<file path="config.mk">
export PLATFORM = sky130hd
export DESIGN_NAME = sld_top
export DESIGN_NICKNAME = d
export VERILOG_FILES = /design/src/rtl/sld_fifo.v /design/src/rtl/sld_top.v
export VERILOG_INCLUDE_DIRS = /design/src /design/src/rtl
export SDC_FILE = /design/constraint.sdc
export NUM_CORES = 1
export LEC_CHECK = 0
export ABC_CLOCK_PERIOD_IN_PS = 2600
export BUFFER_PORTS_ARGS = -buffer_cell sky130_fd_sc_hd__buf_4
export CAP_MARGIN = 20
export CORE_MARGIN = 5
export CORE_UTILIZATION = 56
export DETAILED_ROUTE_END_ITERATION = 12
export HOLD_SLACK_MARGIN = 0.03
export PLACE_DENSITY_LB_ADDON = 0.3
export SYNTH_ARGS = -nofsm -noshare
export SYNTH_HDL_FRONTEND = slang
export SYNTH_HIERARCHICAL = 1
export SYNTH_SLANG_ARGS = --single-unit
</file>
<file path="constraint.sdc">
create_clock -name ref_clk -period 2.6 [get_ports ref_clk]
set_clock_uncertainty 0.1 [all_clocks]
set_input_delay 0 -clock ref_clk [delete_from_list [all_inputs] [get_ports ref_clk]]
set_output_delay 0 -clock ref_clk [all_outputs]
set_load 0.005 [all_outputs]
</file>
<file path="src/rtl/sld_consts.vh">
// sld_consts.vh: constants for the serial led display driver
// assumes inclusion by bare name from design files under rtl/
`ifndef SLD_CONSTS_VH
`define SLD_CONSTS_VH
// frame layout
`define SLD_FRAME_W 16
`define SLD_ADDR_HI 11
`define SLD_ADDR_LO 8
`define SLD_DATA_HI 7
`define SLD_DATA_LO 0
// register addresses (4-bit address field)
`define SLD_ADDR_NOOP 4'h0
`define SLD_ADDR_DIG0 4'h1
`define SLD_ADDR_DIG7 4'h8
`define SLD_ADDR_DECODE 4'h9
`define SLD_ADDR_BRIGHT 4'hA
`define SLD_ADDR_PWRDN 4'hC
`define SLD_ADDR_TEST 4'hF
// reset values
`define SLD_RST_BYTE 8'h00
`define SLD_RST_NIB 4'h0
// timing
`define SLD_CLK_MHZ 100
`define SLD_WAKE_US 250
`define SLD_SCAN_HZ 800
`define SLD_PWM_STEPS 32
// segment bit positions in a raw byte: dp,a,b,c,d,e,f,g
`define SLD_DP_BIT 7
`define SLD_SEG_OFF 8'h00
`define SLD_DIG_OFF 8'hFF
`endif

</file>
<file path="src/rtl/sld_fifo.v">
// sld_fifo.v: small synchronous fifo with valid/ready on both sides
// assumes a single clock and synchronous active-low reset
`timescale 1ns/10ps
`include "sld_consts.vh"
module sld_fifo #(
  parameter WIDTH = 12,
  parameter DEPTH = 4,
  parameter AW = 2
)
(
  input wire ref_clk,
  input wire rst_n,
  input wire in_valid,
  output wire in_ready,
  input wire [WIDTH-1:0] in_data,
  output wire out_valid,
  input wire out_ready,
  output wire [WIDTH-1:0] out_data
);
  reg [WIDTH-1:0] mem_r [0:DEPTH-1]; // storage array
  reg [AW-1:0] wr_ptr_r; // write index
  reg [AW-1:0] rd_ptr_r; // read index
  reg [AW:0] count_r; // words held
  wire do_wr;
  wire do_rd;
  assign in_ready = (count_r != DEPTH[AW:0]);
  assign out_valid = (count_r != {(AW+1){1'b0}});
  assign out_data = mem_r[rd_ptr_r];
  assign do_wr = in_valid && in_ready;
  assign do_rd = out_valid && out_ready;
  // pointer and count update; full and empty come from the count only
  always @(posedge ref_clk)
  begin
    if (!rst_n)
    begin
      wr_ptr_r <= {AW{1'b0}};
      rd_ptr_r <= {AW{1'b0}};
      count_r <= {(AW+1){1'b0}};
    end
    else
    begin
      if (do_wr)
      begin
        mem_r[wr_ptr_r] <= in_data;
        wr_ptr_r <= (wr_ptr_r == DEPTH[AW-1:0] - 1'b1) ? {AW{1'b0}} : wr_ptr_r + 1'b1;
      end
      if (do_rd)
        rd_ptr_r <= (rd_ptr_r == DEPTH[AW-1:0] - 1'b1) ? {AW{1'b0}} : rd_ptr_r + 1'b1;
      if (do_wr && !do_rd)
        count_r <= count_r + 1'b1;
      else if (do_rd && !do_wr)
        count_r <= count_r - 1'b1;
    end
  end
endmodule // sld_fifo

</file>
<file path="src/rtl/sld_top.v">
// sld_top.v: serially programmed eight-digit seven-segment display driver
// holds the serial front end, the register file, scan, pwm and font decode
// assumes ref_clk at 100 MHz; serial pins arrive asynchronously from a host
// assumes the digit lines sink current and the segment lines source it
`timescale 1ns/10ps
`include "sld_consts.vh"
module sld_top #(
  parameter WAKE_CYC = `SLD_WAKE_US * `SLD_CLK_MHZ,
  parameter SLOT_CYC = (`SLD_CLK_MHZ * 1000000) / (`SLD_SCAN_HZ * 8),
  parameter FIFO_DEPTH = 4
)
(
  input wire ref_clk,
  input wire rst_n,
  input wire serial_clk,
  input wire serial_din,
  input wire load_strobe,
  output reg cascade_out,
  output reg [7:0] segment_drive,
  output reg [7:0] digit_drive
);
  // counter widths; sixteen bits holds the default slot and wake counts
  localparam SLOT_W = 16;
  localparam WAKE_W = 16;
  localparam PH_W = 5;
  // two-stage synchronisers for the three host pins; the third stage of the
  // clock and strobe lines only serves edge detection
  reg sclk_s1_r; // serial clock, first stage, may go metastable
  reg sclk_s2_r; // serial clock, settled
  reg sclk_s3_r; // serial clock, one cycle older
  reg din_s1_r; // serial data, first stage
  reg din_s2_r; // serial data, settled
  reg ld_s1_r; // strobe, first stage
  reg ld_s2_r; // strobe, settled
  reg ld_s3_r; // strobe, one cycle older
  // edge strobes, each high for one clock
  wire sclk_rise;
  wire sclk_fall;
  wire ld_rise;
  // reset values match the idle level of the pins, so no false edge follows
  always @(posedge ref_clk)
  begin
    if (!rst_n)
    begin
      sclk_s1_r <= 1'b0;
      sclk_s2_r <= 1'b0;
      sclk_s3_r <= 1'b0;
      din_s1_r <= 1'b0;
      din_s2_r <= 1'b0;
      ld_s1_r <= 1'b0;
      ld_s2_r <= 1'b0;
      ld_s3_r <= 1'b0;
    end
    else
    begin
      sclk_s1_r <= serial_clk;
      sclk_s2_r <= sclk_s1_r;
      sclk_s3_r <= sclk_s2_r;
      din_s1_r <= serial_din;
      din_s2_r <= din_s1_r;
      ld_s1_r <= load_strobe;
      ld_s2_r <= ld_s1_r;
      ld_s3_r <= ld_s2_r;
    end
  end
  // edge detection only looks at second and third stages, so a first stage
  // that is still settling never reaches the logic
  assign sclk_rise = sclk_s2_r && !sclk_s3_r;
  assign sclk_fall = !sclk_s2_r && sclk_s3_r;
  assign ld_rise = ld_s2_r && !ld_s3_r;
  // serial shift register and cascade output
  // a bit enters on each detected rise; the top bit moves on to the cascade
  // pin, which repeats each bit sixteen and a half serial clocks later
  reg [`SLD_FRAME_W-1:0] shift_r; // msb first frame
  reg last_bit_r; // msb seen on rise, shown on next fall
  always @(posedge ref_clk)
  begin
    if (!rst_n)
    begin
      shift_r <= {`SLD_FRAME_W{1'b0}};
      last_bit_r <= 1'b0;
      cascade_out <= 1'b0; // driven from reset on, never floats
    end
    else
    begin
      if (sclk_rise)
      begin
        shift_r <= {shift_r[`SLD_FRAME_W-2:0], din_s2_r};
        last_bit_r <= shift_r[`SLD_FRAME_W-1];
      end
      // bit leaves sixteen rises later, half a cycle on at the fall
      if (sclk_fall)
        cascade_out <= last_bit_r;
    end
  end
  // the strobe edge pushes the low twelve frame bits into the fifo; the
  // register side pops a word every clock, so the fifo never fills and a
  // strobe could only be lost if strobes came faster than one per clock
  wire fifo_in_ready; // space flag, unused: the drain rate keeps it high
  wire fifo_out_valid;
  wire [11:0] fifo_out_data;
  reg fifo_out_ready_r;
  // width follows the frame layout, depth the buffering choice
  sld_fifo #(
    .WIDTH(12),
    .DEPTH(FIFO_DEPTH),
    .AW(2)
  ) u_fifo (
    .ref_clk(ref_clk),
    .rst_n(rst_n),
    .in_valid(ld_rise),
    .in_ready(fifo_in_ready),
    .in_data(shift_r[`SLD_ADDR_HI:`SLD_DATA_LO]),
    .out_valid(fifo_out_valid),
    .out_ready(fifo_out_ready_r),
    .out_data(fifo_out_data)
  );
  // fields of the word leaving the fifo
  wire [3:0] wr_addr;
  wire [7:0] wr_data;
  wire wr_en;
  assign wr_addr = fifo_out_data[`SLD_ADDR_HI:`SLD_ADDR_LO];
  assign wr_data = fifo_out_data[`SLD_DATA_HI:`SLD_DATA_LO];
  assign wr_en = fifo_out_valid && fifo_out_ready_r;
  // register file; control registers live here, digit bytes further down
  // the fifo drains one word per clock, so strobes never back up behind it
  reg [7:0] decode_select_r; // per-digit font decode enable
  reg [3:0] brightness_level_r; // pwm step
  reg normal_op_r; // 0 = shutdown
  reg test_on_r; // display test, all segments lit
  reg [WAKE_W-1:0] wake_cnt_r; // delay when leaving shutdown
  always @(posedge ref_clk)
  begin
    if (!rst_n)
    begin
      fifo_out_ready_r <= 1'b0;
      decode_select_r <= `SLD_RST_BYTE;
      brightness_level_r <= `SLD_RST_NIB;
      normal_op_r <= 1'b0;
      test_on_r <= 1'b0;
      wake_cnt_r <= {WAKE_W{1'b0}};
    end
    else
    begin
      fifo_out_ready_r <= 1'b1;
      // wake count runs down to zero and stays there
      if (wake_cnt_r != {WAKE_W{1'b0}})
        wake_cnt_r <= wake_cnt_r - 1'b1;
      // writes go ahead in any mode
      if (wr_en)
      begin
        if (wr_addr == `SLD_ADDR_DECODE)
          decode_select_r <= wr_data;
        else if (wr_addr == `SLD_ADDR_BRIGHT)
          brightness_level_r <= wr_data[3:0];
        else if (wr_addr == `SLD_ADDR_PWRDN)
        begin
          normal_op_r <= wr_data[0];
          // only a shutdown-to-normal change restarts the wake count; a repeated
          // normal write leaves the display running instead of blanking it again
          if (wr_data[0] && !normal_op_r)
            wake_cnt_r <= WAKE_CYC[WAKE_W-1:0];
        end
        else if (wr_addr == `SLD_ADDR_TEST)
          test_on_r <= wr_data[0];
        // digit addresses are taken below; other addresses change nothing
      end
    end
  end
  // digit memory, one byte of flip-flops per entry; each entry sees only its
  // own address, so writing one digit cannot disturb another
  wire [7:0] digit_mem_w [0:7]; // digit data as read by the scan
  genvar g;
  generate
    for (g = 0; g < 8; g = g + 1)
    begin : g_dig
      localparam integer DIG_ADDR_I = `SLD_ADDR_DIG0 + g; // this entry's address
      localparam [3:0] DIG_ADDR = DIG_ADDR_I[3:0];
      reg [7:0] dig_r; // stored byte
      always @(posedge ref_clk)
      begin
        if (!rst_n)
          dig_r <= `SLD_RST_BYTE;
        else if (wr_en && wr_addr == DIG_ADDR)
          dig_r <= wr_data;
      end
      assign digit_mem_w[g] = dig_r;
    end
  endgenerate
  // scan and pwm timing; 32 pwm phases per digit slot
  // eight slots make one full scan of the display
  reg [SLOT_W-1:0] slot_cnt_r; // cycles within a pwm phase
  reg [PH_W-1:0] phase_r; // pwm phase 0..31
  reg [2:0] scan_r; // active digit
  // phase length rounds down; a slot below 32 cycles would leave it zero,
  // so the slot length should be a multiple of the phase count
  localparam integer PH_CYC_I = SLOT_CYC / `SLD_PWM_STEPS; // cycles per pwm phase
  localparam [SLOT_W-1:0] PH_CYC = PH_CYC_I[SLOT_W-1:0];
  always @(posedge ref_clk)
  begin
    if (!rst_n)
    begin
      slot_cnt_r <= {SLOT_W{1'b0}};
      phase_r <= {PH_W{1'b0}};
      scan_r <= 3'h0;
    end
    else if (slot_cnt_r == PH_CYC - 1'b1)
    begin
      slot_cnt_r <= {SLOT_W{1'b0}};
      phase_r <= phase_r + 1'b1;
      // the slot ends as the phase counter wraps
      if (phase_r == {PH_W{1'b1}})
        scan_r <= scan_r + 3'h1;
    end
    else
      slot_cnt_r <= slot_cnt_r + 1'b1;
  end
  // font decoder for the low nibble, a..g in bits 6..0
  // a..g order matches raw mode, so decode only replaces bits 6..0
  function [6:0] font;
    input [3:0] code;
    begin
      case (code)
        4'h0: font = 7'h7E;
        4'h1: font = 7'h30;
        4'h2: font = 7'h6D;
        4'h3: font = 7'h79;
        4'h4: font = 7'h33;
        4'h5: font = 7'h5B;
        4'h6: font = 7'h5F;
        4'h7: font = 7'h70;
        4'h8: font = 7'h7F;
        4'h9: font = 7'h7B;
        4'hA: font = 7'h01;
        4'hB: font = 7'h4F;
        4'hC: font = 7'h37;
        4'hD: font = 7'h0E;
        4'hE: font = 7'h67;
        default: font = 7'h00;
      endcase
    end
  endfunction
  // segment pattern and on-time for the active digit
  wire [7:0] cur_byte;
  wire [7:0] cur_seg;
  wire pwm_on;
  wire lit;
  assign cur_byte = digit_mem_w[scan_r];
  // bit seven stays the decimal point in either mode
  assign cur_seg = decode_select_r[scan_r] ?
    {cur_byte[`SLD_DP_BIT], font(cur_byte[3:0])} : cur_byte;
  // on while phase <= 2n, i.e. 2n+1 of 32 phases
  assign pwm_on = ({1'b0, phase_r} <= {1'b0, brightness_level_r, 1'b0});
  // test beats shutdown; wake delay keeps the display dark meanwhile
  // display test ignores the wake delay as well as shutdown
  assign lit = test_on_r || (normal_op_r && wake_cnt_r == {WAKE_W{1'b0}});
  // registered drivers; digit lines sink, so low selects a digit
  // both drivers change on the same edge, so a digit never shows its
  // neighbour's segments for a cycle
  always @(posedge ref_clk)
  begin
    if (!rst_n)
    begin
      segment_drive <= `SLD_SEG_OFF;
      digit_drive <= `SLD_DIG_OFF;
    end
    // dark display or off phase: segments low, digits high
    else if (!lit || !pwm_on)
    begin
      segment_drive <= `SLD_SEG_OFF;
      digit_drive <= `SLD_DIG_OFF;
    end
    else
    begin
      segment_drive <= test_on_r ? 8'hFF : cur_seg;
      digit_drive <= ~(8'h01 << scan_r);
    end
  end
endmodule // sld_top

</file>
== Word-level counts from Yosys, hierarchy flattened ==
Memories as Yosys holds them, arrays and structs flattened. A register that Yosys moved wholly into a read port is not among the register bits.
Cells that the tools add are included.

* Bits in registers: 168
* Bits in latches: 0
* RAM bits: 48
* ROM bits: 112
* Input port bits: 5
* Word-level logic and storage cells: 131
* Memories kept: 2

{| class="wikitable"
|+ Memory list
! memory !! depth !! width !! rd ports !! clocked after memory_dff !! write ports !! line !! RTL
|-
| (name not given) || 16 || 7 || 1 || 0 || 0 || sld_top.v:223 || <nowiki>case (code)</nowiki>
|-
| u_fifo.mem_r || 4 || 12 || 1 || 1 || 1 || sld_fifo.v:20 || <nowiki>reg [WIDTH-1:0] mem_r [0:DEPTH-1];</nowiki>
|}

* Add/subtract/negate cells: 8
* Multipliers: 0
* Div/mod/pow operators: 0
* Order comparisons: 3
* Equal/unequal tests: 17
* Shifts and indexed selects: 1
* Multiplexer cells: 23
* Bitwise gates (word level): 6
* Reductions and logical operators: 38

{| class="wikitable"
|+ Operator list
! operator !! number
|-
| $mux W16 || 6
|-
| $bmux W8 S3 || 1
|-
| $mux W8 || 3
|-
| $eq A4 B4 Y1 const B || 5
|-
| $logic_and A1 B1 Y1 || 17
|-
| $add A16 B1 Y16 const B || 1
|-
| $eq A16 B9 Y1 const B || 1
|-
| $eq A4 B3 Y1 const B || 4
|-
| $logic_not A16 Y1 || 1
|-
| $reduce_bool A16 Y1 || 1
|-
| $sub A16 B1 Y16 const B || 1
|-
| $eq A4 B2 Y1 const B || 2
|-
| $logic_not A1 Y1 || 8
|-
| $mux W2 || 4
|-
| $not A8 Y8 || 1
|-
| $shl A1 B3 Y8 const A || 1
|-
| $mux W7 || 1
|-
| $add A3 B1 Y3 const B || 2
|-
| $mux W3 || 2
|-
| $add A5 B1 Y5 const B || 1
|-
| $eq A5 B5 Y1 const B || 1
|-
| $le A5 B5 Y1 || 1
|-
| $mux W1 || 5
|-
| $reduce_and A5 Y1 || 1
|-
| 17 further kinds || 25
|}

== Logic depth before layout (Yosys ltp) ==
* Depth in word-level cells: 7
* Mapped depth: 11
* Mapped depth without buffers: 9

== Hierarchy ==
Netlist, hierarchy kept.

{| class="wikitable"
|+ By module, submodules not included
! module !! times used !! cells each !! area each (µm²) !! seq. area each (µm²)
|-
| sld_top || 1 || 711 || 7224.4 || 3223.1
|-
| sld_fifo || 1 || 112 || 2209.6 || 1621.6
|}

== Worst setup path before layout ==
OpenSTA, ideal clock, no wires.

* Kind: register to register
* From: register scan_r[0]
* To: register segment_drive[6]
* Data arrival time: 2.437 ns
* Slack: -0.026 ns
* Cell stages (with the launch flop): 10
* Path buffers: 1
* Clock period less this slack: 2.626 ns
* Cell sequence: dfxtp_1 > buf_6 > mux4_1 > mux2i_1 > inv_1 > ha_1 > mux2_4 > nand2_2 > o21ai_2 > a311oi_2

* Word-level cells in the longest chain between the ends: 7
* Elaborated cells between the ends (all ways): 9
* Those cells by class: mux (7); bitwise (1); memory (1)

{| class="wikitable"
|+ RTL lines
! item !! line !! RTL
|-
| from (decl) || sld_top.v:194 || <nowiki>reg [2:0] scan_r;</nowiki>
|-
| from (signal assigned) || sld_top.v:213 || <nowiki>scan_r <= scan_r + 3'h1;</nowiki>
|-
| $not A3 Y4 (not written as such) || sld_top.v:248 || <nowiki>assign cur_byte = digit_mem_w[scan_r];</nowiki>
|-
| $bmux W8 S3 || sld_top.v:248 ||
|-
| $mux W8 (not written as such) (2 in a row) || sld_top.v:248 ||
|-
| $mem_v2 Z16 W7 || - ||
|-
| $mux W7 (*) || sld_top.v:250 || <nowiki>assign cur_seg = decode_select_r[scan_r] ?</nowiki>
|-
| $mux W8 (*) || sld_top.v:275 || <nowiki>segment_drive <= test_on_r ? 8'hFF : cur_seg;</nowiki>
|-
| to (signal assigned) || sld_top.v:264 || <nowiki>segment_drive <= `SLD_SEG_OFF;</nowiki>
|-
| to (signal assigned) || sld_top.v:270 || <nowiki>segment_drive <= `SLD_SEG_OFF;</nowiki>
|-
| to (signal assigned) || sld_top.v:275 ||
|-
| to (decl) || sld_top.v:19 || <nowiki>output reg [7:0] segment_drive,</nowiki>
|}

Mark *: on every way between the ends. The rest lies on a longest branch, timed or not. The select of a mux whose other input is x is not followed.
A chain may end at the register's enable or synchronous reset.

== Final worst setup path ==
* From: register scan_r[2]
* To: register segment_drive[3]

Same word-level chain as after synthesis.

==> flow_summary_export.csv <==
group,metric,value,unit
run_status,status,"complete, no violations",
detailed_routing,drt_iter0_markers,357,
setup_path,r2r_slack,0.11,ns
setup_path,end_kind,"flop",
final_layout,fillers,1256,
job,max-cap-violations,0,
sta,timing.final.crit_share,0.9580,
final_layout,layout.nets,894,
yosys,seq_area_frac_synth,0.5135,
worst_hold_path,hold_start,"din_s1_r$_SDFF_PN0_",
yosys,postSynthCellCount,823,
sta,setup_viol,0,
yosys,syn_area,0.009434,sq mm
global_routing,grt_max_degree,77,
die,dieArea,0.01954,sq mm
worst_hold_path,hold_class,"flop to flop",
clock_tree,cts_buffers,23,
detailed_routing,wl_per_cell,16.94,um
global_routing,antenna_found_initial,0,
pwr,powerDensity,773.7,mW/mm^2
yosys,synth.distinct_cells,63,
setup_path,cp_max_fo,12,
sta,drv_slew,0,
die,num_io_pins,22,
sta,relSlewSlack,0.5821,
clock_tree,cts_htree_levels,1,
sta,fin_tns_setup,0,ns
setup_path,r2r-start,"scan_r[2]$_SDFFE_PN0P_",
die,num_rows,47,
detailed_routing,dr_total_vias,6033,
worst_hold_path,min_path_cells,1,
detailed_routing,firstDrtPassIters,5,
sta,rsz0062_at_grt,"no",
die,die_x,139.8,um
setup_path,r2r_end,"segment_drive[3]$_SDFF_PP0_",
die,start_util,0.5689,
final_layout,area_delta_synth_final,13.95,%
final_layout,final_util,0.6483,
clock_tree,root_buffer,"clkbuf_16",
sta,postLayoutSetupSlackWorst,0.1093,ns
yosys,syn_nets,857,
sta,hold_viol_final,0,
global_routing,grt_use_total,0.1872,
clock_tree,clock_path_buffers,3,
detailed_routing,ant_nets,0,
placement,dp_slack,0.1335,ns
die,fp.dieH,139.8,um
pwr,ir_drop,483.1,uV
detailed_routing,routed_wl,18580,um
clock_tree,clock_latency,0.52,ns
placement,gp_congestion,0.8785,
yosys,synth_edf_count,48,
pwr,power.leakage,4.062,nW
sta,fmax,0.4015,GHz
detailed_routing,dr_wl_met2,9503,um
setup_path,r2r_cells,9,
detailed_routing,maxUsedRoutingLayer,"met4",
clock_tree,tritoncts,"yes",
final_layout,drive_gt1_frac,0.1517,
worst_hold_path,min_to,"din_s2_r$_SDFF_PN0_",
setup_path,path_class,"flop to flop",
placement,dp.cells,1048,
global_routing,grt_first_pass_wirelength,30460,um
detailed_routing,vias_per_cell,5.500,
detailed_routing,drc,0,
final_layout,stdcell_count,1097,
die,core_area,0.01658,sq mm
sta,tightest_slew,0.6268,ns
yosys,yosys_warnings,6,
setup_path,crit_arrival,2.80,ns
detailed_routing,wl_met1,8014,um
sta,period_needed,2.491,ns
clock_tree,path_clk_slew,0.06,ns
setup_path,crit_required,2.91,ns
setup_path,critPathLaunchType,"flop",
yosys,syn_avg_cell_area,11.46,sq um
yosys,ys.flop_type,"dfxtp_1",
placement,io_buffers,21,
detailed_routing,route.met3.wl,685,um
global_routing,first_global_vias,6166,
clock_tree,cts_sinks,218,
yosys,synth_seq_cells,218,
yosys,async_reset_ff_frac,0,
global_routing,grt-ovfl-total,0,
placement,post-dp-hpwl,12390,um
final_layout,antenna_cells,0,
-- placed cells by master, fill, tap and decap left out, drive strengths merged, types with 2 or more instances in the layout --
cell type and count:
a211oi 3, bufinv 2, mux2i 88, clkinv 8, a31oi 4, nand4 9, or4 2, inv 21
dfxtp 170, o21a 3, clkinvlp 3, xnor2 13, o21ai 14, clkbuf 29, mux4 30, nor2b 85
and2 18, edfxtp 48, nand2 71, nor2 41, and3 9, xor2 20, mux2 3, nand3 20
buf 48, a211o 2, nor4 4, nand2b 8, dlygate4sd3 7, a21boi 26, o31ai 2, or3 6
a21oi 8, nor3 10, ha 28, a311oi 2
-- timing repair --
item	CTS	global route
resized for setup	0	3
hold buffers	7	0
endpoints found under the setup margin	0	4
endpoints found under the hold margin	31	0
buffers inserted	0	0
-- worst max-delay path by stage --
stage | start | to | slack (ns) | cells after the start
after floorplan | scan_r[0]$_SDFFE_PN0P_ | segment_drive[6]$_SDFF_PP0_ | 0.06 | 9
after global placement | scan_r[0]$_SDFFE_PN0P_ | segment_drive[6]$_SDFF_PP0_ | 0.19 | 6
after detailed placement | scan_r[0]$_SDFFE_PN0P_ | segment_drive[6]$_SDFF_PP0_ | 0.13 | 6
after CTS | scan_r[0]$_SDFFE_PN0P_ | segment_drive[6]$_SDFF_PP0_ | 0.1 | 7
after global routing | u_fifo/count_r[0]$_SDFFE_PN0P_ | u_fifo/count_r[2]$_SDFFE_PN0P_ | 0.03 | 7
final | scan_r[2]$_SDFFE_PN0P_ | segment_drive[3]$_SDFF_PP0_ | 0.11 | 9
-- state kept, by name, indices dropped and copies added, names as in the netlist, 8 cells and up, named ones only --
name,count
decode_select_r,8
digit_drive,8
g_dig.dig_r,64
segment_drive,8
shift_r,16
slot_cnt_r,16
u_fifo/mem_r,48
wake_cnt_r,16
-- kinds of logic (layout without fill, tap and decap cells) --
logic type                 count (synthesis)  in the layout  synth area share
muxes                                    121            121            0.1723
xor gates and xnor gates                  33             33           0.03064
DFF                                      218            218            0.5135
AOI/OAI and AO/OA                         67             67           0.04894
adders and majority gates                 29             29           0.03926
buffers and inverters                     64            118           0.02838
and+or+nand+nor                          291            291            0.1670
-- per-stage QoR --
| stage | hold slack, ns | total power, mW | instance area [sq um] |
|---|---|---|---|
| floorplan | -0.07228 | 4.784 | 9440 |
| global placement | 0.1108 | 4.988 | 9884 |
| detailed placement | 0.1145 | 5.055 | 9884 |
| CTS | 0.3363 | 8.399 | 10740 |
| global route | 0.3589 | 8.692 | 10750 |
| finish | 0.3291 | 8.318 | 10750 |
-- power breakdown --
group / total [mW] / internal, mW / switching (mW)
Combinational: 1.25 / 0.559 / 0.689
Clock: 3.32 / 1.99 / 1.34
Sequential: 3.74 / 3.61 / 0.135
Total: 8.32 / 6.16 / 2.16
-- cell usage after synthesis (4+ instances only) --
| master | n | area (sq um) |
|---|---|---|
| a21boi_0 | 26 | 195.2 |
| a21oi_1 | 7 | 35.03 |
| a31oi_1 | 4 | 25.02 |
| and2_1 | 17 | 106.4 |
| and3_1 | 9 | 56.30 |
| buf_1 | 8 | 30.03 |
| buf_2 | 7 | 35.03 |
| clkbuf_1 | 25 | 93.84 |
| dfxtp_1 | 170 | 3403 |
| edfxtp_1 | 48 | 1441 |
| ha_1 | 28 | 350.3 |
| inv_1 | 18 | 67.56 |
| mux2i_1 | 87 | 870.8 |
| mux4_1 | 5 | 131.4 |
| mux4_2 | 25 | 563.0 |
| nand2_1 | 70 | 262.8 |
| nand2b_1 | 8 | 50.05 |
| nand3_1 | 19 | 95.09 |
| nand4_1 | 9 | 56.30 |
| nor2_1 | 41 | 153.9 |
| nor2b_1 | 85 | 531.8 |
| nor3_1 | 9 | 45.04 |
| o21ai_0 | 9 | 45.04 |
| o21ai_1 | 4 | 20.02 |
| xnor2_1 | 13 | 113.9 |
| xor2_1 | 20 | 175.2 |
-- critical path, stage by stage (launching register included) --
cell and delay, ns:
dfxtp_1 0.70, mux4_2 0.31, nand2_1 0.05, nand2_1 0.16
inv_1 0.13, ha_1 0.36, nor2_1 0.06, a211oi_1 0.19
nor3_1 0.07, a211oi_1 0.24
-- final cells by class --
type,instances,area (sq um),share of cell area
Sequential cell,218,4846,0.4508
Multi-Input combinational cell,541,4327,0.4025
Clock buffer,29,649.4,0.06041
Timing Repair Buffer,55,434.2,0.04039
Tap cell,220,275.3,0.02561
Clock inverter,13,140.1,0.01304
Inverter,21,78.83,0.007332
-- layer usage --
metal / track usage / up-vias
met1: 0.2327 / 2948
met3: 0.03053 / 30
li1: - / 2950
met5: 0 / -
met2: 0.3373 / 105
met4: 0.05150 / 0
No activity file was read; power rests on OpenSTA's default activity.
